### src/cdem_pkg.sv
// Purpose: shared constants and types for the channel decoder monitor
// Assumes: one 50 MHz clock, synchronous active-high reset
// Notes: dwell and timeouts count clock cycles or decoded bits; lock and clean counts are in blocks and bytes
`default_nettype none
package cdem_pkg;
  localparam int CLK_HZ = 50_000_000;
  // code-rate search: five rates, sixteen phase/rotation/swap trials each
  localparam int NUM_RATES = 5;
  localparam logic [2:0] LAST_RATE = 3'h4;
  localparam logic [3:0] LAST_HYP = 4'hf;
  localparam logic [11:0] DWELL_CYC = 12'h400;
  // frame sync values and block lengths (sync byte included)
  localparam logic [7:0] SYNC_MAIN = 8'h47;
  localparam logic [7:0] SYNC_ALT = 8'h1d;
  localparam logic [7:0] BLK_LEN_MAIN = 8'hcc;
  localparam logic [7:0] BLK_LEN_ALT = 8'h93;
  localparam logic [2:0] LOCK_BLOCKS = 3'h3;
  localparam logic [15:0] FS_TIMEOUT_BITS = 16'h2000;
  // pattern checker: x^23 + x^18 + 1
  localparam int PRBS_LEN = 23;
  localparam int PRBS_TAP = 18;
  localparam logic [2:0] PAT_CLEAN_BYTES = 3'h4;
  localparam logic [15:0] CNT_MAX = 16'hffff;
  typedef enum logic [1:0] {
    ERR_BIT, ERR_BYTE, ERR_PKT, ERR_PRBS
  } cdem_errtype_t;
  typedef struct packed {
    logic [2:0] rate;
    logic [1:0] phase;
    logic rot;
    logic swap;
  } cdem_hyp_t;
  typedef struct packed {
    logic [7:0] data;
    logic valid;
    logic sop;
  } cdem_byte_t;
  typedef struct packed {
    logic [3:0] bit_errs;
    logic byte_err;
    logic pkt_uncorr;
    logic pkt_done;
  } cdem_blkerr_t;
endpackage
`default_nettype wire

### src/cdem_top.sv
// Purpose: decoder search control, error counters, frame sync, pattern test
// Assumes: decoder core and block decoder run on CLK_I
// Notes: start bits are set/clear port pairs; set wins over clear
`timescale 1ns/1ns
`default_nettype none
module cdem_top
  import cdem_pkg::*;
(
  input wire logic CLK_I,
  input wire logic RST_I,
  input wire logic DEC_SEARCH_GO_I,
  input wire logic FRAME_SYNC_GO_I,
  input wire logic ACQ_ABORT_I,
  input wire logic [4:0] CODE_RATE_SELECT_I,
  input wire logic DEC_IN_SYNC_I,
  input wire logic DEC_BIT_VALID_I,
  input wire logic DEC_BIT_I,
  input wire logic DEC_BIT_ERR_I,
  input wire logic ALT_FORMAT_I,
  input wire logic DECODER_ERR_WINDOW_MODE_I,
  input wire logic [15:0] DECODER_ERR_WINDOW_SIZE_I,
  input wire logic DECODER_ERR_START_SET_I,
  input wire logic DECODER_ERR_START_CLR_I,
  input wire cdem_errtype_t BLOCK_ERR_TYPE_SELECT_I,
  input wire logic BLOCK_ERR_WINDOW_MODE_I,
  input wire logic [15:0] BLOCK_ERR_WINDOW_SIZE_I,
  input wire logic BLOCK_ERR_START_SET_I,
  input wire logic BLOCK_ERR_START_CLR_I,
  input wire cdem_blkerr_t BLK_ERR_I,
  input wire cdem_byte_t BLK_BYTE_I,
  input wire logic [3:0] PATTERN_HEADER_SKIP_I,
  input wire logic BLOCK_DECODER_BYPASS_I,
  input wire logic DEINTERLEAVER_BYPASS_I,
  output cdem_hyp_t HYP_O,
  output logic DECODER_LOCK_FLAG_O,
  output logic DECODER_SEARCH_FAIL_FLAG_O,
  output cdem_hyp_t FOUND_STATUS_O,
  output logic [15:0] DECODER_ERR_COUNT_O,
  output logic DECODER_ERR_START_O,
  output logic DECODER_ERR_DONE_O,
  output logic [15:0] BLOCK_ERR_COUNT_O,
  output logic BLOCK_ERR_START_O,
  output logic BLOCK_ERR_DONE_O,
  output logic PATTERN_SYNC_FLAG_O,
  output logic FRAME_LOCK_FLAG_O,
  output logic FRAME_SYNC_FAIL_FLAG_O,
  output cdem_byte_t FS_BYTE_O,
  output logic DEINTERLEAVER_BYPASS_O
);

  function automatic logic [15:0] sat_add(input logic [15:0] a,
                                          input logic [3:0] b);
    logic [16:0] s;
    s = {1'b0, a} + {13'h0, b};
    return s[16] ? CNT_MAX : s[15:0];
  endfunction

  // ===========================================================
  // code-rate search
  typedef enum logic [1:0] {SR_IDLE, SR_TRY, SR_LOCK, SR_FAIL} cdem_sr_t;
  cdem_sr_t sr_reg;
  logic [11:0] dwell_reg;
  logic rate_en;
  assign rate_en = CODE_RATE_SELECT_I[HYP_O.rate];

  always_ff @(posedge CLK_I) begin
    if (RST_I || ACQ_ABORT_I) begin
      sr_reg <= SR_IDLE;
      HYP_O <= '0;
      dwell_reg <= '0;
    end else begin
      unique case (sr_reg)
        SR_IDLE, SR_LOCK, SR_FAIL: begin
          if (DEC_SEARCH_GO_I) begin
            sr_reg <= SR_TRY;
            HYP_O <= '0;
            dwell_reg <= '0;
          end
        end
        SR_TRY: begin
          if (rate_en && DEC_IN_SYNC_I) begin
            sr_reg <= SR_LOCK;
          end else if (!rate_en || dwell_reg == DWELL_CYC) begin
            dwell_reg <= '0;
            if ({HYP_O.phase, HYP_O.rot, HYP_O.swap} == LAST_HYP ||
                !rate_en) begin
              HYP_O.phase <= '0;
              HYP_O.rot <= 1'b0;
              HYP_O.swap <= 1'b0;
              HYP_O.rate <= HYP_O.rate + 3'h1;
              if (HYP_O.rate == LAST_RATE) sr_reg <= SR_FAIL;
            end else begin
              {HYP_O.phase, HYP_O.rot, HYP_O.swap} <=
                {HYP_O.phase, HYP_O.rot, HYP_O.swap} + 4'h1;
            end
          end else begin
            dwell_reg <= dwell_reg + 12'h1;
          end
        end
      endcase
    end
  end

  always_ff @(posedge CLK_I) begin
    // a go while trying is ignored, so it must not wipe the flags either
    if (RST_I || ACQ_ABORT_I || (DEC_SEARCH_GO_I && sr_reg != SR_TRY)) begin
      DECODER_LOCK_FLAG_O <= 1'b0;
      DECODER_SEARCH_FAIL_FLAG_O <= 1'b0;
    end else begin
      if (sr_reg == SR_TRY && rate_en && DEC_IN_SYNC_I)
        DECODER_LOCK_FLAG_O <= 1'b1;
      if (sr_reg == SR_TRY && HYP_O.rate == LAST_RATE &&
          (!rate_en || (!DEC_IN_SYNC_I && dwell_reg == DWELL_CYC &&
          {HYP_O.phase, HYP_O.rot, HYP_O.swap} == LAST_HYP)))
        DECODER_SEARCH_FAIL_FLAG_O <= 1'b1;
    end
  end

  // status captured once so later hypotheses cannot disturb it
  always_ff @(posedge CLK_I) begin
    if (RST_I) FOUND_STATUS_O <= '0;
    else if (sr_reg == SR_TRY && rate_en && DEC_IN_SYNC_I)
      FOUND_STATUS_O <= HYP_O;
  end

  // ===========================================================
  // decoder-input error counter
  logic [15:0] dwin_reg;
  logic dwin_end;
  assign dwin_end = DECODER_ERR_START_O && !DECODER_ERR_WINDOW_MODE_I &&
                    DEC_BIT_VALID_I &&
                    dwin_reg + 16'h1 >= DECODER_ERR_WINDOW_SIZE_I;

  always_ff @(posedge CLK_I) begin
    if (RST_I) begin
      DECODER_ERR_START_O <= 1'b0;
      DECODER_ERR_COUNT_O <= '0;
      dwin_reg <= '0;
      DECODER_ERR_DONE_O <= 1'b0;
    end else begin
      DECODER_ERR_DONE_O <= dwin_end;
      if (DECODER_ERR_START_SET_I) begin
        DECODER_ERR_START_O <= 1'b1;
        DECODER_ERR_COUNT_O <= '0;
        dwin_reg <= '0;
      end else begin
        if (DECODER_ERR_START_CLR_I || dwin_end)
          DECODER_ERR_START_O <= 1'b0;
        if (DECODER_ERR_START_O && DEC_BIT_VALID_I) begin
          dwin_reg <= dwin_reg + 16'h1;
          DECODER_ERR_COUNT_O <= sat_add(DECODER_ERR_COUNT_O,
                                         {3'h0, DEC_BIT_ERR_I});
        end
      end
    end
  end

  // ===========================================================
  // frame synchronizer
  typedef enum logic [2:0] {
    FS_IDLE, FS_HUNT, FS_VERIFY, FS_LOCK, FS_FAIL
  } cdem_fs_t;
  cdem_fs_t fs_reg;
  logic [7:0] sh_reg, sh_next, sync_val, blk_len, pos_reg;
  logic [2:0] bitc_reg, conf_reg;
  logic [15:0] tmo_reg;
  logic inv_reg, byte_done;
  assign sh_next = {sh_reg[6:0], DEC_BIT_I};
  assign sync_val = ALT_FORMAT_I ? SYNC_ALT : SYNC_MAIN;
  assign blk_len = ALT_FORMAT_I ? BLK_LEN_ALT : BLK_LEN_MAIN;
  assign byte_done = DEC_BIT_VALID_I && bitc_reg == 3'h7;

  always_ff @(posedge CLK_I) begin
    if (RST_I) sh_reg <= '0;
    else if (DEC_BIT_VALID_I) sh_reg <= sh_next;
  end

  always_ff @(posedge CLK_I) begin
    if (RST_I || ACQ_ABORT_I) begin
      fs_reg <= FS_IDLE;
      bitc_reg <= '0;
      pos_reg <= '0;
      conf_reg <= '0;
      tmo_reg <= '0;
      inv_reg <= 1'b0;
    end else if (FRAME_SYNC_GO_I) begin
      fs_reg <= FS_HUNT;
      tmo_reg <= '0;
      conf_reg <= '0;
    end else if (DEC_BIT_VALID_I) begin
      bitc_reg <= bitc_reg + 3'h1;
      if (fs_reg == FS_HUNT || fs_reg == FS_VERIFY) begin
        tmo_reg <= tmo_reg + 16'h1;
        if (tmo_reg == FS_TIMEOUT_BITS) fs_reg <= FS_FAIL;
      end
      if (fs_reg == FS_HUNT &&
          (sh_next == sync_val || sh_next == ~sync_val)) begin
        fs_reg <= FS_VERIFY;
        inv_reg <= sh_next != sync_val;
        bitc_reg <= '0;
        pos_reg <= 8'h1;
        conf_reg <= '0;
      end else if ((fs_reg == FS_VERIFY || fs_reg == FS_LOCK) &&
                   byte_done) begin
        pos_reg <= pos_reg == blk_len - 8'h1 ? 8'h0 : pos_reg + 8'h1;
        if (fs_reg == FS_VERIFY && pos_reg == 8'h0) begin
          if ((sh_next ^ {8{inv_reg}}) != sync_val) begin
            fs_reg <= FS_HUNT;
          end else if (conf_reg == LOCK_BLOCKS - 3'h1) begin
            fs_reg <= FS_LOCK;
          end else begin
            conf_reg <= conf_reg + 3'h1;
          end
        end
      end
    end
  end

  always_ff @(posedge CLK_I) begin
    if (RST_I || ACQ_ABORT_I || FRAME_SYNC_GO_I) begin
      FRAME_LOCK_FLAG_O <= 1'b0;
      FRAME_SYNC_FAIL_FLAG_O <= 1'b0;
      FS_BYTE_O <= '0;
    end else begin
      FRAME_LOCK_FLAG_O <= fs_reg == FS_LOCK;
      FRAME_SYNC_FAIL_FLAG_O <= fs_reg == FS_FAIL;
      FS_BYTE_O.data <= sh_next ^ {8{inv_reg}};
      FS_BYTE_O.valid <= fs_reg == FS_LOCK && byte_done &&
                         !(ALT_FORMAT_I && pos_reg == 8'h0);
      FS_BYTE_O.sop <= ALT_FORMAT_I ? pos_reg == 8'h1 : pos_reg == 8'h0;
    end
  end

  // ===========================================================
  // pattern checker; decoder output when block decoder bypassed
  cdem_byte_t src;
  logic [7:0] ppos_reg;
  logic [PRBS_LEN-1:0] lfsr_reg, lfsr_nx;
  logic [3:0] perr;
  logic [2:0] pgood_reg;
  logic chk;
  assign src = BLOCK_DECODER_BYPASS_I ? FS_BYTE_O : BLK_BYTE_I;
  assign chk = src.valid && !src.sop &&
               ppos_reg >= {4'h0, PATTERN_HEADER_SKIP_I};

  // once in sync the register runs free so one error counts once
  always_comb begin
    logic b, p;
    b = 1'b0;
    p = 1'b0;
    lfsr_nx = lfsr_reg;
    perr = '0;
    for (int i = 7; i >= 0; i--) begin
      b = src.data[i];
      p = lfsr_nx[PRBS_LEN-1] ^ lfsr_nx[PRBS_TAP-1];
      perr = perr + {3'h0, b ^ p};
      lfsr_nx = {lfsr_nx[PRBS_LEN-2:0], PATTERN_SYNC_FLAG_O ? p : b};
    end
  end

  always_ff @(posedge CLK_I) begin
    if (RST_I || BLOCK_ERR_TYPE_SELECT_I != ERR_PRBS) begin
      ppos_reg <= '0;
      lfsr_reg <= '0;
      pgood_reg <= '0;
      PATTERN_SYNC_FLAG_O <= 1'b0;
    end else if (src.valid) begin
      ppos_reg <= src.sop ? 8'h1 : ppos_reg + 8'h1;
      if (chk) begin
        lfsr_reg <= lfsr_nx;
        if (perr != 4'h0) pgood_reg <= '0;
        else if (pgood_reg != PAT_CLEAN_BYTES)
          pgood_reg <= pgood_reg + 3'h1;
        if (pgood_reg == PAT_CLEAN_BYTES) PATTERN_SYNC_FLAG_O <= 1'b1;
      end
    end
  end

  // ===========================================================
  // block-code error counter
  logic [15:0] bwin_reg;
  logic [3:0] berr;
  logic bwin_end;
  always_comb begin
    unique case (BLOCK_ERR_TYPE_SELECT_I)
      ERR_BIT: berr = BLK_ERR_I.bit_errs;
      ERR_BYTE: berr = {3'h0, BLK_ERR_I.byte_err};
      ERR_PKT: berr = {3'h0, BLK_ERR_I.pkt_uncorr};
      ERR_PRBS: berr = chk && PATTERN_SYNC_FLAG_O ? perr : 4'h0;
    endcase
  end
  assign bwin_end = BLOCK_ERR_START_O && !BLOCK_ERR_WINDOW_MODE_I &&
                    BLK_ERR_I.pkt_done &&
                    bwin_reg + 16'h1 >= BLOCK_ERR_WINDOW_SIZE_I;

  always_ff @(posedge CLK_I) begin
    if (RST_I) begin
      BLOCK_ERR_START_O <= 1'b0;
      BLOCK_ERR_COUNT_O <= '0;
      bwin_reg <= '0;
      BLOCK_ERR_DONE_O <= 1'b0;
    end else begin
      BLOCK_ERR_DONE_O <= bwin_end;
      if (BLOCK_ERR_START_SET_I) begin
        BLOCK_ERR_START_O <= 1'b1;
        BLOCK_ERR_COUNT_O <= '0;
        bwin_reg <= '0;
      end else if (BLOCK_ERR_START_O) begin
        if (BLOCK_ERR_START_CLR_I || bwin_end)
          BLOCK_ERR_START_O <= 1'b0;
        if (BLK_ERR_I.pkt_done) bwin_reg <= bwin_reg + 16'h1;
        BLOCK_ERR_COUNT_O <= sat_add(BLOCK_ERR_COUNT_O, berr);
      end
    end
  end

  always_ff @(posedge CLK_I) begin
    if (RST_I) DEINTERLEAVER_BYPASS_O <= 1'b0;
    else DEINTERLEAVER_BYPASS_O <= DEINTERLEAVER_BYPASS_I;
  end
endmodule
`default_nettype wire

### config.mk
export PLATFORM = sky130hd
export DESIGN_NAME = cdem_top
export DESIGN_NICKNAME = d
export VERILOG_FILES = /design/src/cdem_pkg.sv /design/src/cdem_top.sv
export SDC_FILE = /design/constraint.sdc
export NUM_CORES = 1
export LEC_CHECK = 0
export ABC_CLOCK_PERIOD_IN_PS = 6550
export BUFFER_PORTS_ARGS = -buffer_cell sky130_fd_sc_hd__buf_2
export CORE_MARGIN = 8
export CORE_UTILIZATION = 45
export CTS_CLUSTER_SIZE = 28
export DETAILED_ROUTE_END_ITERATION = 8
export HOLD_SLACK_MARGIN = 0.05
export PLACE_DENSITY = 0.69
export REMOVE_ABC_BUFFERS = 1
export SYNTH_ARGS = -nofsm -noshare
export SYNTH_HDL_FRONTEND = slang
export SYNTH_SLANG_ARGS = --single-unit
### constraint.sdc
create_clock -name CLK_I -period 6.55 [get_ports CLK_I]
set_input_delay 0.9825 -clock CLK_I [delete_from_list [all_inputs] [get_ports CLK_I]]
set_output_delay 0.9825 -clock CLK_I [all_outputs]
set_load 0.02 [all_outputs]
==> results.py <==
metrics = {
    "clocking": {
        "cts_tree": "yes",
        "postCtsSetupBuffers": 0,
        "clkTransAtPathRegs_ns": 0.07,
        "cts-resized-gates": 0,
        "cts_hold_buf": 0,
        "cts.sinks": 187,
        "clk_latency_ns": 0.43,
        "numCtsBuffers": 17,
        "htreeDepth": 4,
        "cts_buffer_depth": 2,
        "cts_root_buffer": "clkbuf_16",
    },
    "finish": {
        "multi_input_area_um2": 6095,
        "regArea_um2": 3744,
        "fillers": 2171,
        "fin_area_um2": 11760,
        "largest_reg_flops": 23,
        "final_nets": 1487,
        "drive_gt1_share_pct": 14.87,
        "areaGrowthSynthToFinish_pct": 14.24,
        "antenna_cells": 0,
        "utilization_pct": 52.08,
    },
    "setup_path": {
        "rrSetupSlack_ns": 1.55,
        "critPathArrivalTime_ns": 5.97,
        "critPathRequiredTime_ns": 6.90,
        "crit_fanout": 10,
        "critPathKind": "in -> reg",
        "r2r_start": "FS_BYTE_O[8]",
        "rr_worst_depth": 18,
        "startpoint_type": "primary input",
        "end_kind": "flop",
        "r2r_end": "BLOCK_ERR_COUNT_O[6]",
    },
    "detailed_routing": {
        "drtIter0Drc": 443,
        "routed_via_density": 5.429,
        "drt-wirelength-per-cell_um": 14.67,
        "ant_nets": 0,
        "first_pass_iters": 7,
        "drt-total-wl_um": 24020,
        "vias": 8888,
        "drc": 0,
    },
    "place": {
        "port_buffers": 143,
        "placed_area_um2": 11200,
        "dp_slack_ns": 0.4970,
        "routabilityCongestion": 0.8197,
        "dp_hpwl_um": 17660,
    },
    "pwr": {
        "p_leak_nw": 4.765,
        "total_power_w": 0.002308,
        "vdd_drop_max_v": 0.0001550,
        "powerDensity_nw_per_um2": 196.4,
    },
    "sta": {
        "slew_headroom_pct": 33.52,
        "worst_slew_pin_slew_ns": 0.9926,
        "rsz0062_at_grt": "no",
        "slew_viol_final": 0,
        "clock-skew-final_ns": 0.01179,
        "fin_tns_setup_ns": 0,
        "worst_slack_ns": 0.9380,
        "finalSetupViolCount": 0,
        "fin_crit_sh_pct": 85.68,
        "finalHoldViolCount": 0,
        "fin_crit_ns": 5.612,
        "fmax_mhz": 178.2,
    },
    "run": {
        "cap_violations": 0,
    },
    "synthesis": {
        "synth_edf_count": 0,
        "synth-seq-area-share_pct": 36.38,
        "yosysTopAreaCellShare_pct": 36.38,
        "yosys_warnings": 0,
        "ys_ff_latch": 187,
        "async_reset_ff_share_pct": 0,
        "synth_largest_area_cell": "dfxtp_1",
        "syn-instance-count": 1223,
        "synthTopCellsByArea": "dfxtp_1 36%, ha_1 7.8%, xnor2_1 5.3%",
        "ys_types": 72,
        "synth.avg_cell_area_um2": 8.414,
        "syn_area_um2": 10290,
        "synth-main-ff-cell": "dfxtp_1",
    },
    "min_path": {
        "min_from": "DECODER_LOCK_FLAG_O",
        "worst_hold_path.endpoint": "DECODER_LOCK_FLAG_O",
        "hp-class": "reg -> reg",
        "whs_path_depth": 2,
    },
    "die": {
        "boundaryPins": 144,
        "core.rowCount": 55,
        "fp.dieH_um": 167.2,
        "die_w_um": 167.2,
        "start_util_pct": 45.59,
        "coreArea_um2": 22570,
        "die_area_um2": 27960,
    },
    "grt": {
        "track_usage_pct": 17.03,
        "grt_pass1_vias": 8592,
        "grt_overflow_total": 0,
        "antenna_found_initial": 0,
        "grt_pass1_wl_um": 40730,
        "grt_max_degree": 36,
    },
    "run_status": {
        "status": "completed",
    },
}
==> worst max-delay path: stages <==
cell and delay [ns]:
buf_2 0.27, mux2i_1 0.36, xnor2_1 0.19, fa_1 0.48
fa_1 0.54, inv_1 0.06, fa_1 0.54, ha_1 0.16
inv_1 0.05, fa_1 0.37, xnor2_1 0.15, a32o_1 0.27
ha_1 0.32, nor2b_1 0.13, o21ai_0 0.12, a21o_1 0.24
nor2_1 0.24, nand2_1 0.27, a21oi_1 0.21
==> layout by cell type, fill, tap and decap left out, drive strengths merged, types with 15 or more instances in the layout <==
cell type,count
nor3,20
xor2,60
a21oi,93
nand2,86
nand3,69
buf,147
nand4,25
dfxtp,187
o21ai,64
inv,79
ha,64
nor2,137
clkbuf,17
xnor2,62
or3,20
and3,15
mux2i,31
==> stage by stage <==
stage | instances | hold slack (ns)
6_report | 1637 | 0.4448
5_1_grt | 1637 | 0.4766
4_1_cts | 1637 | 0.4486
3_5_place_dp | 1606 | 0.4362
3_3_place_gp | 1606 | 0.4340
2_1_floorplan | 1174 | 0.4356
==> cells by family after synthesis <==
group           Yosys count  synth area share, %
flops                   187                36.38
mux                      34                3.453
compound gates          243                14.63
fa+ha+maj                69                8.755
buf+inv                 119                4.499
simple gates            449                21.90
xor+xnor                122                10.38
==> cell usage after synthesis, types with 4 or more instances <==
cell         n
fa_1         5
ha_1        64
inv_1       70
or2_2        4
and3_1      15
a21o_1      14
a311oi_1     8
o22ai_1      4
a31oi_1      9
nor3b_1      8
nor4b_1      6
nand3b_1     5
nand2_1     86
o21a_1       5
nor2b_1     10
buf_1        5
a21oi_1     93
nand4_1     25
nor2_1     137
mux2i_1     31
or3_1       20
nor4_1       9
o21ai_1     26
dfxtp_1    187
nor3_1      19
clkbuf_1    36
and4_1       8
and2_1       5
o21ai_0     38
nand3_1     69
xnor2_1     62
xor2_1      60
a211oi_1     8
o2111ai_1    5
nand2b_1     7
buf_2        7
==> how the worst max path moves through the flow <==
| stage | from | endpoint | slack (ns) | cells after the start |
|---|---|---|---|---|
| 3_3_place_gp | BLOCK_DECODER_BYPASS_I | BLOCK_ERR_COUNT_O[7] | 0.60 | 19 |
| 6_report | BLOCK_DECODER_BYPASS_I | BLOCK_ERR_COUNT_O[6] | 0.94 | 19 |
| 3_5_place_dp | BLOCK_DECODER_BYPASS_I | BLOCK_ERR_COUNT_O[6] | 0.50 | 19 |
| 5_1_grt | BLOCK_DECODER_BYPASS_I | BLOCK_ERR_COUNT_O[14] | 0.59 | 18 |
| 2_1_floorplan | BLOCK_DECODER_BYPASS_I | BLOCK_ERR_COUNT_O[14] | 1.21 | 18 |
| 4_1_cts | BLOCK_DECODER_BYPASS_I | BLOCK_ERR_COUNT_O[6] | 0.94 | 19 |
==> where the power goes <==
part	switching, W	internal [W]
clock network	0.000484	0.000501
logic	0.000106	0.0000675
registers	0.00000839	0.00114
==> layer usage <==
layer | GRT usage (%) | share of wire [%] | wire (µm) | vias up
met5 | 0 | 0 | 0 | -
met4 | 4.503 | 0.72 | 174 | 0
li1 | - | - | - | 4527
met2 | 28.89 | 48 | 11410 | 166
met1 | 21.38 | 47 | 11320 | 4182
met3 | 4.021 | 4.6 | 1107 | 13
==> final cells by class <==
cell class                 instances  share of cell area (%)
multi-input combinational        917                   51.85
sequential                       187                   31.85
timing repair buffer             147                   6.344
clock buffer                      17                   3.619
tap                              285                   3.034
inverter                          70                   2.235
clock inverter                    14                   1.075
No activity file was read; power rests on OpenSTA's default activity.
